File: src/ext_io_defs.vh
// constants for the isolated external control port
`ifndef EXT_IO_DEFS_VH
`define EXT_IO_DEFS_VH
`define WB_AW            4
`define REG_CTRL         4'h0
`define REG_STATUS       4'h4
`define REG_RESULT       4'h8
`define REG_CMD          4'hC
`define CTRL_RESET       8'h00
`define CTRL_SELF_TIMED  0
`define CTRL_RISING      1
`define CTRL_STATS_EN    2
`define CTRL_MEM_EN      3
`define CTRL_MONITOR_EN  4
`define CTRL_LINE_50HZ   5
`define RES_IN_LIMIT     0
`define RES_ABOVE        1
`define RES_UNDER        2
`define RES_FAULT        3
`define RES_PLUS_CE      4
`define RES_MINUS_CE     5
`define RES_PROBE_SHORT  6
`define CMD_DONE         0
`define CMD_SAMPLED      1
`define CMD_MONITOR_ERR  2
`define CMD_MONITOR_CLR  3
`define CMD_CAL_DONE     4
`define CMD_ZERO_DONE    5
`define CLK_HZ           25000000
`define CAL_60HZ_MS      130
`define CAL_50HZ_MS      110
`define PRB_DELAY_MS     1
`endif

File: src/ext_control_io.v
// external control port: triggers, requests and active-low result outputs
`timescale 1ns/1ps
`include "ext_io_defs.vh"
module ext_control_io
#(
  parameter CLK_HZ       = `CLK_HZ,
  parameter CAL60_CYCLES = (`CAL_60HZ_MS * (CLK_HZ / 1000)),
  parameter CAL50_CYCLES = (`CAL_50HZ_MS * (CLK_HZ / 1000)),
  parameter PRB_CYCLES   = (`PRB_DELAY_MS * (CLK_HZ / 1000))
)
(
  input  wire                 clk,
  input  wire                 rst_n,
  input  wire                 wb_cyc_i,
  input  wire                 wb_stb_i,
  input  wire                 wb_we_i,
  input  wire [`WB_AW-1:0]    wb_adr_i,
  input  wire [3:0]           wb_sel_i,
  input  wire [31:0]          wb_dat_i,
  output reg  [31:0]          wb_dat_o,
  output reg                  wb_ack_o,
  input  wire                 measure_start_in_n,
  input  wire                 trigger_override_in_n,
  input  wire                 panel_lock_in_n,
  input  wire                 zero_null_in,
  input  wire                 report_request_in_n,
  input  wire                 autotrim_request_in_n,
  input  wire                 probe_short_test_in,
  output reg                  measure_done_out,
  output reg                  sampling_done_out,
  output reg                  fault_out,
  output reg                  above_limit_out,
  output reg                  in_limit_out,
  output reg                  under_limit_out,
  output reg                  plus_side_contact_fault_out,
  output reg                  minus_side_contact_fault_out,
  output reg                  probe_short_fault_out,
  output reg                  measure_go,
  output reg                  stats_store,
  output reg                  memory_store,
  output reg                  zero_go,
  output reg                  print_go,
  output reg                  cal_busy,
  output reg                  probe_check_go,
  output reg                  panel_keys_enabled,
  output reg                  pin_trigger_mode
);
  localparam CW = 24;
  localparam [CW-1:0] CAL60 = CAL60_CYCLES[CW-1:0];
  localparam [CW-1:0] CAL50 = CAL50_CYCLES[CW-1:0];
  localparam [CW-1:0] PRBD  = PRB_CYCLES[CW-1:0];
  localparam [3:0] S_IDLE = 4'b0001;
  localparam [3:0] S_MEAS = 4'b0010;
  localparam [3:0] S_CAL  = 4'b0100;
  localparam [3:0] S_WAIT = 4'b1000;

  wire measure_start_in_fall, measure_start_in_rise;
  wire ovr_lvl, lock_lvl, zero_fall, rep_fall, cal_fall, prb_fall;
  ext_io_edge u_measure_start_in (.clk(clk), .rst_n(rst_n), .pin(measure_start_in_n), .level(),
    .fall(measure_start_in_fall), .rise(measure_start_in_rise));
  ext_io_edge u_ovr  (.clk(clk), .rst_n(rst_n), .pin(trigger_override_in_n), .level(ovr_lvl),
    .fall(), .rise());
  ext_io_edge u_lock (.clk(clk), .rst_n(rst_n), .pin(panel_lock_in_n), .level(lock_lvl),
    .fall(), .rise());
  ext_io_edge u_zero (.clk(clk), .rst_n(rst_n), .pin(zero_null_in), .level(),
    .fall(zero_fall), .rise());
  ext_io_edge u_rep  (.clk(clk), .rst_n(rst_n), .pin(report_request_in_n), .level(),
    .fall(rep_fall), .rise());
  ext_io_edge u_cal  (.clk(clk), .rst_n(rst_n), .pin(autotrim_request_in_n), .level(),
    .fall(cal_fall), .rise());
  ext_io_edge u_prb  (.clk(clk), .rst_n(rst_n), .pin(probe_short_test_in), .level(),
    .fall(prb_fall), .rise());

  reg [7:0]    ctrl;
  reg [7:0]    result;
  reg          monitor_err;
  reg [3:0]    state;
  reg [CW-1:0] count;
  reg          cal_pend;
  reg          prb_pend;
  reg          prb_wait;
  reg [CW-1:0] prb_count;

  wire wb_req   = wb_cyc_i & wb_stb_i & ~wb_ack_o;
  // writes land on the edge where the master samples ack high
  wire wb_wr    = wb_cyc_i & wb_stb_i & wb_ack_o & wb_we_i & wb_sel_i[0];
  wire wr_ctrl  = wb_wr & (wb_adr_i == `REG_CTRL);
  wire wr_res   = wb_wr & (wb_adr_i == `REG_RESULT);
  wire wr_cmd   = wb_wr & (wb_adr_i == `REG_CMD);
  wire cmd_done = wr_cmd & wb_dat_i[`CMD_DONE];
  // override low forces pin mode, high restores
  wire pin_mode = ~ovr_lvl | ~ctrl[`CTRL_SELF_TIMED];
  wire sel_edge = ctrl[`CTRL_RISING] ? measure_start_in_rise : measure_start_in_fall;
  wire blocked  = ctrl[`CTRL_MONITOR_EN] & monitor_err;
  // one start per selected edge in pin mode, only when idle, not blocked and no calibration pending
  wire start    = sel_edge & pin_mode & ~blocked & state[0] & ~cal_pend;
  wire busy     = state[1];

  // register file; unmapped addresses read zero and still ack
  always @(posedge clk or negedge rst_n)
  begin
    if (!rst_n)
    begin
      wb_ack_o    <= 1'b0;
      wb_dat_o    <= 32'h0000_0000;
      ctrl        <= `CTRL_RESET;
      result      <= 8'h00;
      monitor_err <= 1'b0;
    end
    else
    begin
      wb_ack_o <= wb_req;
      if (wr_ctrl)
        ctrl <= wb_dat_i[7:0];
      if (wr_res)
        result <= wb_dat_i[7:0];
      // set wins over clear
      if (wr_cmd & wb_dat_i[`CMD_MONITOR_ERR])
        monitor_err <= 1'b1;
      else if (wr_cmd & wb_dat_i[`CMD_MONITOR_CLR])
        monitor_err <= 1'b0;
      case (wb_adr_i)
        `REG_CTRL:   wb_dat_o <= {24'h00_0000, ctrl};
        `REG_STATUS: wb_dat_o <= {24'h00_0000, lock_lvl, prb_pend, cal_pend, monitor_err, state};
        `REG_RESULT: wb_dat_o <= {24'h00_0000, result};
        default:     wb_dat_o <= 32'h0000_0000;
      endcase
    end
  end

  // measurement and calibration sequencing
  always @(posedge clk or negedge rst_n)
  begin
    if (!rst_n)
    begin
      state        <= S_IDLE;
      count        <= {CW{1'b0}};
      cal_pend     <= 1'b0;
      measure_go   <= 1'b0;
      stats_store  <= 1'b0;
      memory_store <= 1'b0;
      cal_busy     <= 1'b0;
    end
    else
    begin
      measure_go   <= 1'b0;
      stats_store  <= 1'b0;
      memory_store <= 1'b0;
      if (cal_fall)
        cal_pend <= 1'b1;
      if (sel_edge & ~blocked)
      begin
        stats_store  <= ctrl[`CTRL_STATS_EN];
        memory_store <= ctrl[`CTRL_MEM_EN];
      end
      case (state)
        S_IDLE:
        begin
          if (cal_pend)
          begin
            cal_pend <= cal_fall;
            cal_busy <= 1'b1;
            count    <= ctrl[`CTRL_LINE_50HZ] ? CAL50 : CAL60;
            state    <= S_CAL;
          end
          else if (start)
          begin
            measure_go <= 1'b1;
            state      <= S_MEAS;
          end
        end
        S_MEAS:
          if (cmd_done)
            state <= S_IDLE;
        S_CAL:
        begin
          if (count <= 24'h00_0001)
          begin
            cal_busy <= 1'b0;
            state    <= S_IDLE;
          end
          else
            count <= count - 24'h00_0001;
        end
        default:
          state <= S_IDLE;
      endcase
    end
  end

  // zero, print, probe check and lockout
  always @(posedge clk or negedge rst_n)
  begin
    if (!rst_n)
    begin
      zero_go            <= 1'b0;
      print_go           <= 1'b0;
      probe_check_go     <= 1'b0;
      prb_pend           <= 1'b0;
      prb_wait           <= 1'b0;
      prb_count          <= {CW{1'b0}};
      panel_keys_enabled <= 1'b1;
      pin_trigger_mode   <= 1'b1;
    end
    else
    begin
      zero_go          <= zero_fall;
      print_go         <= rep_fall;
      panel_keys_enabled <= lock_lvl;
      pin_trigger_mode <= pin_mode;
      probe_check_go   <= 1'b0;
      if (prb_fall & ~busy)
        probe_check_go <= 1'b1;
      else if (prb_fall)
        prb_pend <= 1'b1;
      if (prb_pend & ~busy & ~prb_wait)
      begin
        prb_wait  <= 1'b1;
        prb_count <= PRBD;
      end
      if (prb_wait)
      begin
        if (prb_count <= 24'h00_0001)
        begin
          prb_wait       <= 1'b0;
          // a request arriving now while measuring must survive
          prb_pend       <= prb_fall & busy;
          probe_check_go <= 1'b1;
        end
        else
          prb_count <= prb_count - 24'h00_0001;
      end
    end
  end

  // result outputs, active low
  always @(posedge clk or negedge rst_n)
  begin
    if (!rst_n)
    begin
      measure_done_out             <= 1'b1;
      sampling_done_out            <= 1'b1;
      fault_out                    <= 1'b1;
      above_limit_out              <= 1'b1;
      in_limit_out                 <= 1'b1;
      under_limit_out              <= 1'b1;
      plus_side_contact_fault_out  <= 1'b1;
      minus_side_contact_fault_out <= 1'b1;
      probe_short_fault_out        <= 1'b1;
    end
    else
    begin
      measure_done_out  <= ~(busy & cmd_done);
      sampling_done_out <= ~(busy & wr_cmd & wb_dat_i[`CMD_SAMPLED]);
      // faults update with measure done, held
      if (busy & cmd_done)
      begin
        fault_out                    <= ~result[`RES_FAULT];
        plus_side_contact_fault_out  <= ~result[`RES_PLUS_CE];
        minus_side_contact_fault_out <= ~result[`RES_MINUS_CE];
        probe_short_fault_out        <= ~result[`RES_PROBE_SHORT];
        if (result[`RES_FAULT] | result[`RES_PLUS_CE] | result[`RES_MINUS_CE])
        begin
          above_limit_out <= 1'b1;
          in_limit_out    <= 1'b1;
          under_limit_out <= 1'b1;
        end
        else
        begin
          above_limit_out <= ~result[`RES_ABOVE];
          in_limit_out    <= ~result[`RES_IN_LIMIT];
          under_limit_out <= ~result[`RES_UNDER];
        end
      end
    end
  end
endmodule // ext_control_io

File: src/ext_io_edge.v
// two-flop synchroniser with falling and rising edge pulses
`timescale 1ns/1ps
module ext_io_edge
(
  input  wire clk,
  input  wire rst_n,
  input  wire pin,
  output reg  level,
  output wire fall,
  output wire rise
);
  reg meta;
  reg prev;
  always @(posedge clk or negedge rst_n)
  begin
    if (!rst_n)
    begin
      meta  <= 1'b1;
      level <= 1'b1;
      prev  <= 1'b1;
    end
    else
    begin
      meta  <= pin;
      level <= meta;
      prev  <= level;
    end
  end
  assign fall = prev & ~level;
  assign rise = ~prev & level;
endmodule // ext_io_edge

File: config.mk
export PLATFORM = sky130hd
export DESIGN_NAME = ext_control_io
export DESIGN_NICKNAME = d
export VERILOG_FILES = /design/src/ext_control_io.v /design/src/ext_io_edge.v
export VERILOG_INCLUDE_DIRS = /design/src
export SDC_FILE = /design/constraint.sdc
export NUM_CORES = 1
export LEC_CHECK = 0
export ABC_AREA = 1
export BUFFER_PORTS_ARGS = -buffer_cell sky130_fd_sc_hd__buf_2
export CELL_PAD_IN_SITES_DETAIL_PLACEMENT = 1
export CELL_PAD_IN_SITES_GLOBAL_PLACEMENT = 2
export CORE_MARGIN = 10
export CORE_UTILIZATION = 30
export DETAILED_ROUTE_END_ITERATION = 10
export PLACE_DENSITY_LB_ADDON = 0.2
export SYNTH_ARGS = -nofsm -noshare
export SYNTH_HDL_FRONTEND = slang
export SYNTH_SLANG_ARGS = --single-unit
File: constraint.sdc
create_clock -name clk -period 1.6 [get_ports clk]
set_input_delay 0.16 -clock clk [delete_from_list [all_inputs] [get_ports clk]]
set_output_delay 0.16 -clock clk [all_outputs]
set_load 0.01 [all_outputs]
==> run_results.csv, run 1 <==
group,metric,value,unit
timing,max_freq,610,MHz
drt,wl_per_cell,15.5,µm
clock_network,clock_path_buffers,2,
min_path,min-delay-start,"wb_dat_i[6]",
critical_path,slowest_stage,"dfrtp_1",
clock_network,clockRootBuffer,"clkbuf_16",
synth,synth_top_cells_by_area,"dfrtp_1, dfstp_2, nand2_1",
clock_network,insertion_delay,0.42,ns
finish,num-fill-cells,2303,
timing,fin_worst_skew,0.00935,ns
grt,antenna_found_initial,0,
die,rows,51,
run_status,status,"finished with violations",
drt,dr.pass1.iters,4,
synth,synth-edff-count,0,
synth,synth-seq-cells,117,
synth,ys.flop_type,"dfrtp_1",
critical_path,cp.arrival,1.94,ns
min_path,min_to,"ctrl[6]$_DFFE_PN0P_",
critical_path,cp-end-kind,"register",
job,cap_violations,0,
run_status,violations,"negative setup slack",
synth,yosysMostFrequentCell,"nand2_1",
drt,drt_iter0_markers,186,
power,ir_drop,868,µV
grt,grt_pass1_vias,5808,
timing,fin_crit,1.64,ns
placed_design,place.gp.congestion,0.819,
timing,rsz0062_at_grt,"true",
finish,design_area,8630,µm²
power,p_per_area,1670,nW/µm²
grt,grt_use_total,14.0,%
placed_design,dp_slack,-0.140,ns
placed_design,dp_hpwl,13500,µm
synth,synth_top_area_cell,"dfrtp_1",
timing,hold_violations,0,
grt,grt_pass1_wl,29500,µm
die,die_area,25900,µm²
timing,setup_violations,10,
synth,synth_cell_types,37,
min_path,hold_depth,3,
clock_network,clk_pin_slew_worst_paths,0.06,ns
clock_network,cts.htree.levels,4,
critical_path,worstReg2RegEnd,"prb_pend$_DFF_PN0_",
die,initial_core_util,30.5,%
synth,synth_common_cells,"nand2_1, nor2_1, dfrtp_1, inv_1, nand3_1",
finish,area_growth,45.1,%
critical_path,cpMostUsedCell,"buf_4",
critical_path,cp.required,1.90,ns
clock_network,cts_buffers,17,
timing,setup_slack,-0.0390,ns
finish,layout-drive-gt1-share,41.5,%
grt,overflow,0,
synth,ys_warn_count,0,
power,p_leak,0.00407,µW
min_path,hold_class,"in2reg",
synth,synth_cells,727,
die,dieHeight,161,µm
drt,vias,5419,
die,die_w,161,µm
critical_path,path_class,"reg2reg",
critical_path,rr_worst_depth,9,
critical_path,crit_fanout,2,
die,io_pins,103,
synth,seq_area_frac_synth,49.9,%
synth,synth_top_area_share,36.2,%
timing,fin_crit_sh,102,%
critical_path,cp-start-kind,"register",
critical_path,critical-path-max-stage-delay,0.39,ns
synth,avgSynthCellArea,8.18,µm²
timing,maxSlewViolCount,0,
critical_path,r2r_setup_slack,-0.04,ns
placed_design,dpl_cell_area,7230,µm²
synth,netlist_area,5950,µm²
synth,synthArstFlopShare,100,%
timing,fin_tns_setup,-0.120,ns
critical_path,r2r-start,"prb_count[13]$_DFF_PN0_",
drt,drt_wl_total,18700,µm
drt,vias_per_cell,4.52,
clock_network,clock-sinks,117,
drt,ant_nets,0,
finish,final_net_count,978,
timing,hold_ws,0.0173,ns
clock_network,cts_tree,"built",
finish,fin_util,44.3,%
die,design.core.area,19500,µm²
grt,grt_max_degree,43,
critical_path,crit_path_cell_trace,"nor2_2 > nand2_2 > buf_6 > nor2_4 > nand4_1 > buf_4 > buf_4 > o21ai_2 > nand2_1",
placed_design,port_buffers,51,
finish,n_antenna_cell,0,
drt,route.detailed.drc,0,
-- state kept, by name, indices dropped and copies added, names as in the netlist, 3 cells and up --
signal / cells
count: 24
ctrl: 8
prb_count: 24
result: 8
state: 3
wb_dat_o: 8
-- what timing repair did --
action | 4_1_cts | 5_1_grt
hold buffers | 11 | 0
hold endpoints to repair | 100 | 0
pin swaps | 7 | 61
setup endpoints to repair | 39 | 58
buffers inserted | 4 | 12
cloned | 0 | 3
gates resized for setup | 29 | 156
-- layout by cell type (no fill, tap or decap), types with 31 or more instances in the layout --
cell     instances
buf_2           50
buf_4          106
dfrtp_1         80
dfstp_2         31
inv_1           62
nand2_1        151
nand2_2         37
nand3_1         53
nor2_1          63
nor2_2          32
-- final cells by class --
class	count	area, µm²	area share, %
clock buffers	19	443	5.13
clock inverters	13	125	1.45
inverters	73	277	3.20
multi-input cells	527	3040	35.3
flip-flops and latches	117	2970	34.5
well taps	265	332	3.84
repair buffers	186	1440	16.6
-- power breakdown --
group	internal (µW)	switching [µW]	leakage, µW
logic	2970	3650	0.00238
registers	3540	537	0.00143
clock network	2190	1500	0.000263
total	8700	5690	0.00407
-- worst max path at each step --
stage	startpoint	endpoint	slack (ns)
floorplan	prb_count[0]$_DFF_PN0_	prb_count[10]$_DFF_PN0_	0.06
global placement	count[0]$_DFFE_PN0P_	count[14]$_DFFE_PN0P_	-0.08
detailed placement	prb_count[10]$_DFF_PN0_	prb_count[0]$_DFF_PN0_	-0.14
CTS	prb_count[12]$_DFF_PN0_	prb_count[13]$_DFF_PN0_	-0.008
global route	count[6]$_DFFE_PN0P_	count[5]$_DFFE_PN0P_	-0.15
finish	prb_count[13]$_DFF_PN0_	prb_pend$_DFF_PN0_	-0.04
-- worst max-delay path, delay by kind of cell, from the launching register on --
family | cells | cell delay [ns]
and+or+nand+nor | 5 | 0.58
DFF | 1 | 0.39
buffers and inverters | 3 | 0.46
AOI/OAI and AO/OA | 1 | 0.10
-- layer usage --
metal	wire length, µm	global-route usage, %
met3	550	3.27
met5	0	0
met2	9720	24.3
met4	320	4.01
met1	8060	16.9
-- stage by stage --
step                std cells  total power [µW]
global route             1200             15400
CTS                      1186             13200
floorplan                 750              6740
global placement         1139              8910
finish                   1200             14400
detailed placement       1139              9100
-- cell families after synthesis --
| logic type | Yosys count | share of synthesized area, % |
|---|---|---|
| flip-flops | 117 | 49.9 |
| AO/OA/AOI/OAI | 72 | 6.59 |
| XOR/XNOR | 30 | 4.42 |
| AND/OR/NAND/NOR | 395 | 29.1 |
| other | 1 | 0.0631 |
| buffers and inverters | 108 | 9.07 |
| adder cells (fa/ha/maj) | 4 | 0.842 |
No activity file was read; power rests on OpenSTA's default activity.
==> run 2: changes to the inputs <==
- CTS_BUF_LIST: unset -> sky130_fd_sc_hd__clkbuf_16
==> run 2 against run 1 <==
  * Sequential power about the same
  * Largest power group unchanged
  * Worst setup slack about the same
  * Sequential share of layout area about the same
  * Global-route usage unchanged
  * Combinational power about the same
  * Via count increased by 0.41%
  * Maximum frequency about the same
  * The flow still finishes with violations (negative setup slack)
  * Die area unchanged
  * Critical path depth unchanged
==> run_results.csv, run 2 (synthesis results as in run 1) <==
group,metric,value,unit
timing,setup_slack,-0.0391,ns
finish,area_growth,44.9,%
power,p_seq_share,28.5,%
critical_path,path_class,"reg2reg",
grt,grt_use_met3,3.27,%
power,p_comb_share,46.2,%
run_status,status,"finished with violations",
finish,layout-drive-gt1-share,41.4,%
grt,grt_use_total,14.0,%
finish,mostFrequentLayoutCell,"nand2_1",
die,die_area,25900,µm²
clock_network,clock-sinks,117,
power,p_per_area,1660,nW/µm²
clock_network,cts_buffers,17,
clock_network,cts_tree,"built",
finish,final_net_count,978,
clock_network,cts.htree.levels,4,
placed_design,dp_cells,1139,
timing,fin_crit_sh,102,%
critical_path,cp.required,1.91,ns
power,p_leak,0.00407,µW
timing,hold_violations,0,
drt,vias,5441,
timing,fin_tns_setup,-0.120,ns
power,switching_power,5680,µW
die,design.core.area,19500,µm²
finish,top_regs,"count: 24 flops, prb_count: 24 flops",
power,finalPower,14300,µW
power,intPower,8650,µW
die,die_w,161,µm
critical_path,path_delay_family,"simple AND/OR/NAND/NOR gates",
timing,setup_violations,10,
finish,fin_util,44.3,%
clock_network,clockRootBuffer,"clkbuf_16",
critical_path,slowest_stage,"dfrtp_1",
placed_design,port_buffers,51,
drt,drt_iter0_markers,200,
critical_path,cp-start-kind,"register",
grt,use_met2,24.3,%
finish,fin_cells,1200,
drt,vias_per_cell,4.53,
grt,grt_max_degree,43,
critical_path,cp-end-kind,"register",
placed_design,place.gp.congestion,0.819,
timing,fin_worst_skew,0.0102,ns
finish,n_antenna_cell,0,
grt,antenna_found_initial,0,
critical_path,cpMostUsedCell,"buf_4",
die,io_pins,103,
drt,wl_per_cell,15.5,µm
critical_path,crit_fanout,2,
grt,grt_pass1_vias,5816,
drt,drt_wl_total,18600,µm
min_path,hold_class,"in2reg",
grt,gr-max-usage-layer,"met2",
power,ir_drop,868,µV
die,initial_core_util,30.5,%
drt,ant_nets,0,
clock_network,clock_path_buffers,2,
die,rows,51,
finish,final_cell_mix,"nand2_1, buf_4, dfrtp_1",
grt,grt_pass1_wl,29500,µm
grt,grt_util_met1,16.9,%
die,dieHeight,161,µm
timing,rsz0062_at_grt,"true",
job,cap_violations,0,
critical_path,crit_path_cell_trace,"nor2_2 > nand2_2 > buf_6 > nor2_4 > nand4_1 > buf_4 > buf_4 > o21ai_2 > nand2_1",
timing,maxSlewViolCount,0,
clock_network,insertion_delay,0.42,ns
placed_design,dp_hpwl,13500,µm
timing,max_freq,610,MHz
critical_path,critical-path-max-stage-delay,0.39,ns
critical_path,cp.arrival,1.95,ns
drt,route.detailed.drc,0,
run_status,violations,"negative setup slack",
clock_network,clk_pin_slew_worst_paths,0.06,ns
critical_path,critPathBufInv,3,
power,pwr-share-clk,25.4,%
timing,fin_crit,1.64,ns
grt,overflow,0,
drt,dr.pass1.iters,4,
power,p_sw_share,39.7,%
## run 2: changes by cell type in the layout (fill, tap and decap cells not counted)
cell,delta
clkbuf_1,-1
clkbuf_8,-1
clkinv_1,+1
inv_1,+1
## run 2: worst min-delay path: stages
cell and delay [ns]:
buf_2 0.10, inv_1 0.06, o21ai_1 0.07
## run 2: timing repair
action | in CTS | in global routing
setup endpoints to repair | 39 | 58
endpoints found under the hold margin | 100 | 0
pin swaps | 7 | 61
resized for setup | 29 | 156
hold buffers | 11 | 0
gates cloned | 0 | 3
buffers inserted | 4 | 12
## run 2: power groups by stage
stage          Clock (µW)  Sequential [µW]  Combinational (µW)
2_1_floorplan           0             4020                2730
3_3_place_gp            0             3980                4930
3_5_place_dp            0             4000                5100
4_1_cts              3750             3990                5380
5_1_grt              3890             4150                7300
6_report             3630             4080                6620
## run 2: final cells by class
class,instances,area (µm²)
fillers,2303,10800
multi-input cells,527,3040
flip-flops and latches,117,2970
repair buffers,186,1440
clock buffers,17,425
well taps,265,332
inverters,73,277
clock inverters,15,133
## run 2: per-stage QoR
stage	setup slack (ns)	cell area, µm²	hold WS [ns]
floorplan	0.0550	6030	-0.136
global placement	-0.0817	7230	0.0332
detailed placement	-0.140	7230	0.0430
CTS	-0.00756	8010	0.00843
global route	-0.147	8620	0.0146
finish	-0.0391	8620	0.0145
## run 2: routing by layer
metal | vias to the layer above | wire [µm]
li1 | 2661 | -
met5 | - | 0
met4 | 0 | 316
met1 | 2686 | 8090
met2 | 69 | 9720
met3 | 25 | 496
## run 2: path summary, 6_finish.rpt
path                                    startpoint                    end  slack (ns)  cells past startpoint
setup / recovery           prb_count[13]$_DFF_PN0_     prb_pend$_DFF_PN0_       -0.04                      9
hold / removal                         wb_dat_i[6]    ctrl[6]$_DFFE_PN0P_        0.01                      3
setup reg to reg           prb_count[13]$_DFF_PN0_     prb_pend$_DFF_PN0_       -0.04                      9
hold reg to reg               u_ovr.meta$_DFF_PN1_  u_ovr.level$_DFF_PN1_        0.35                      0
max in group asynchronous                    rst_n   state[0]$_DFFE_PN1P_        0.80                      3
min in group asynchronous                    rst_n     print_go$_DFF_PN0_        0.15                      2
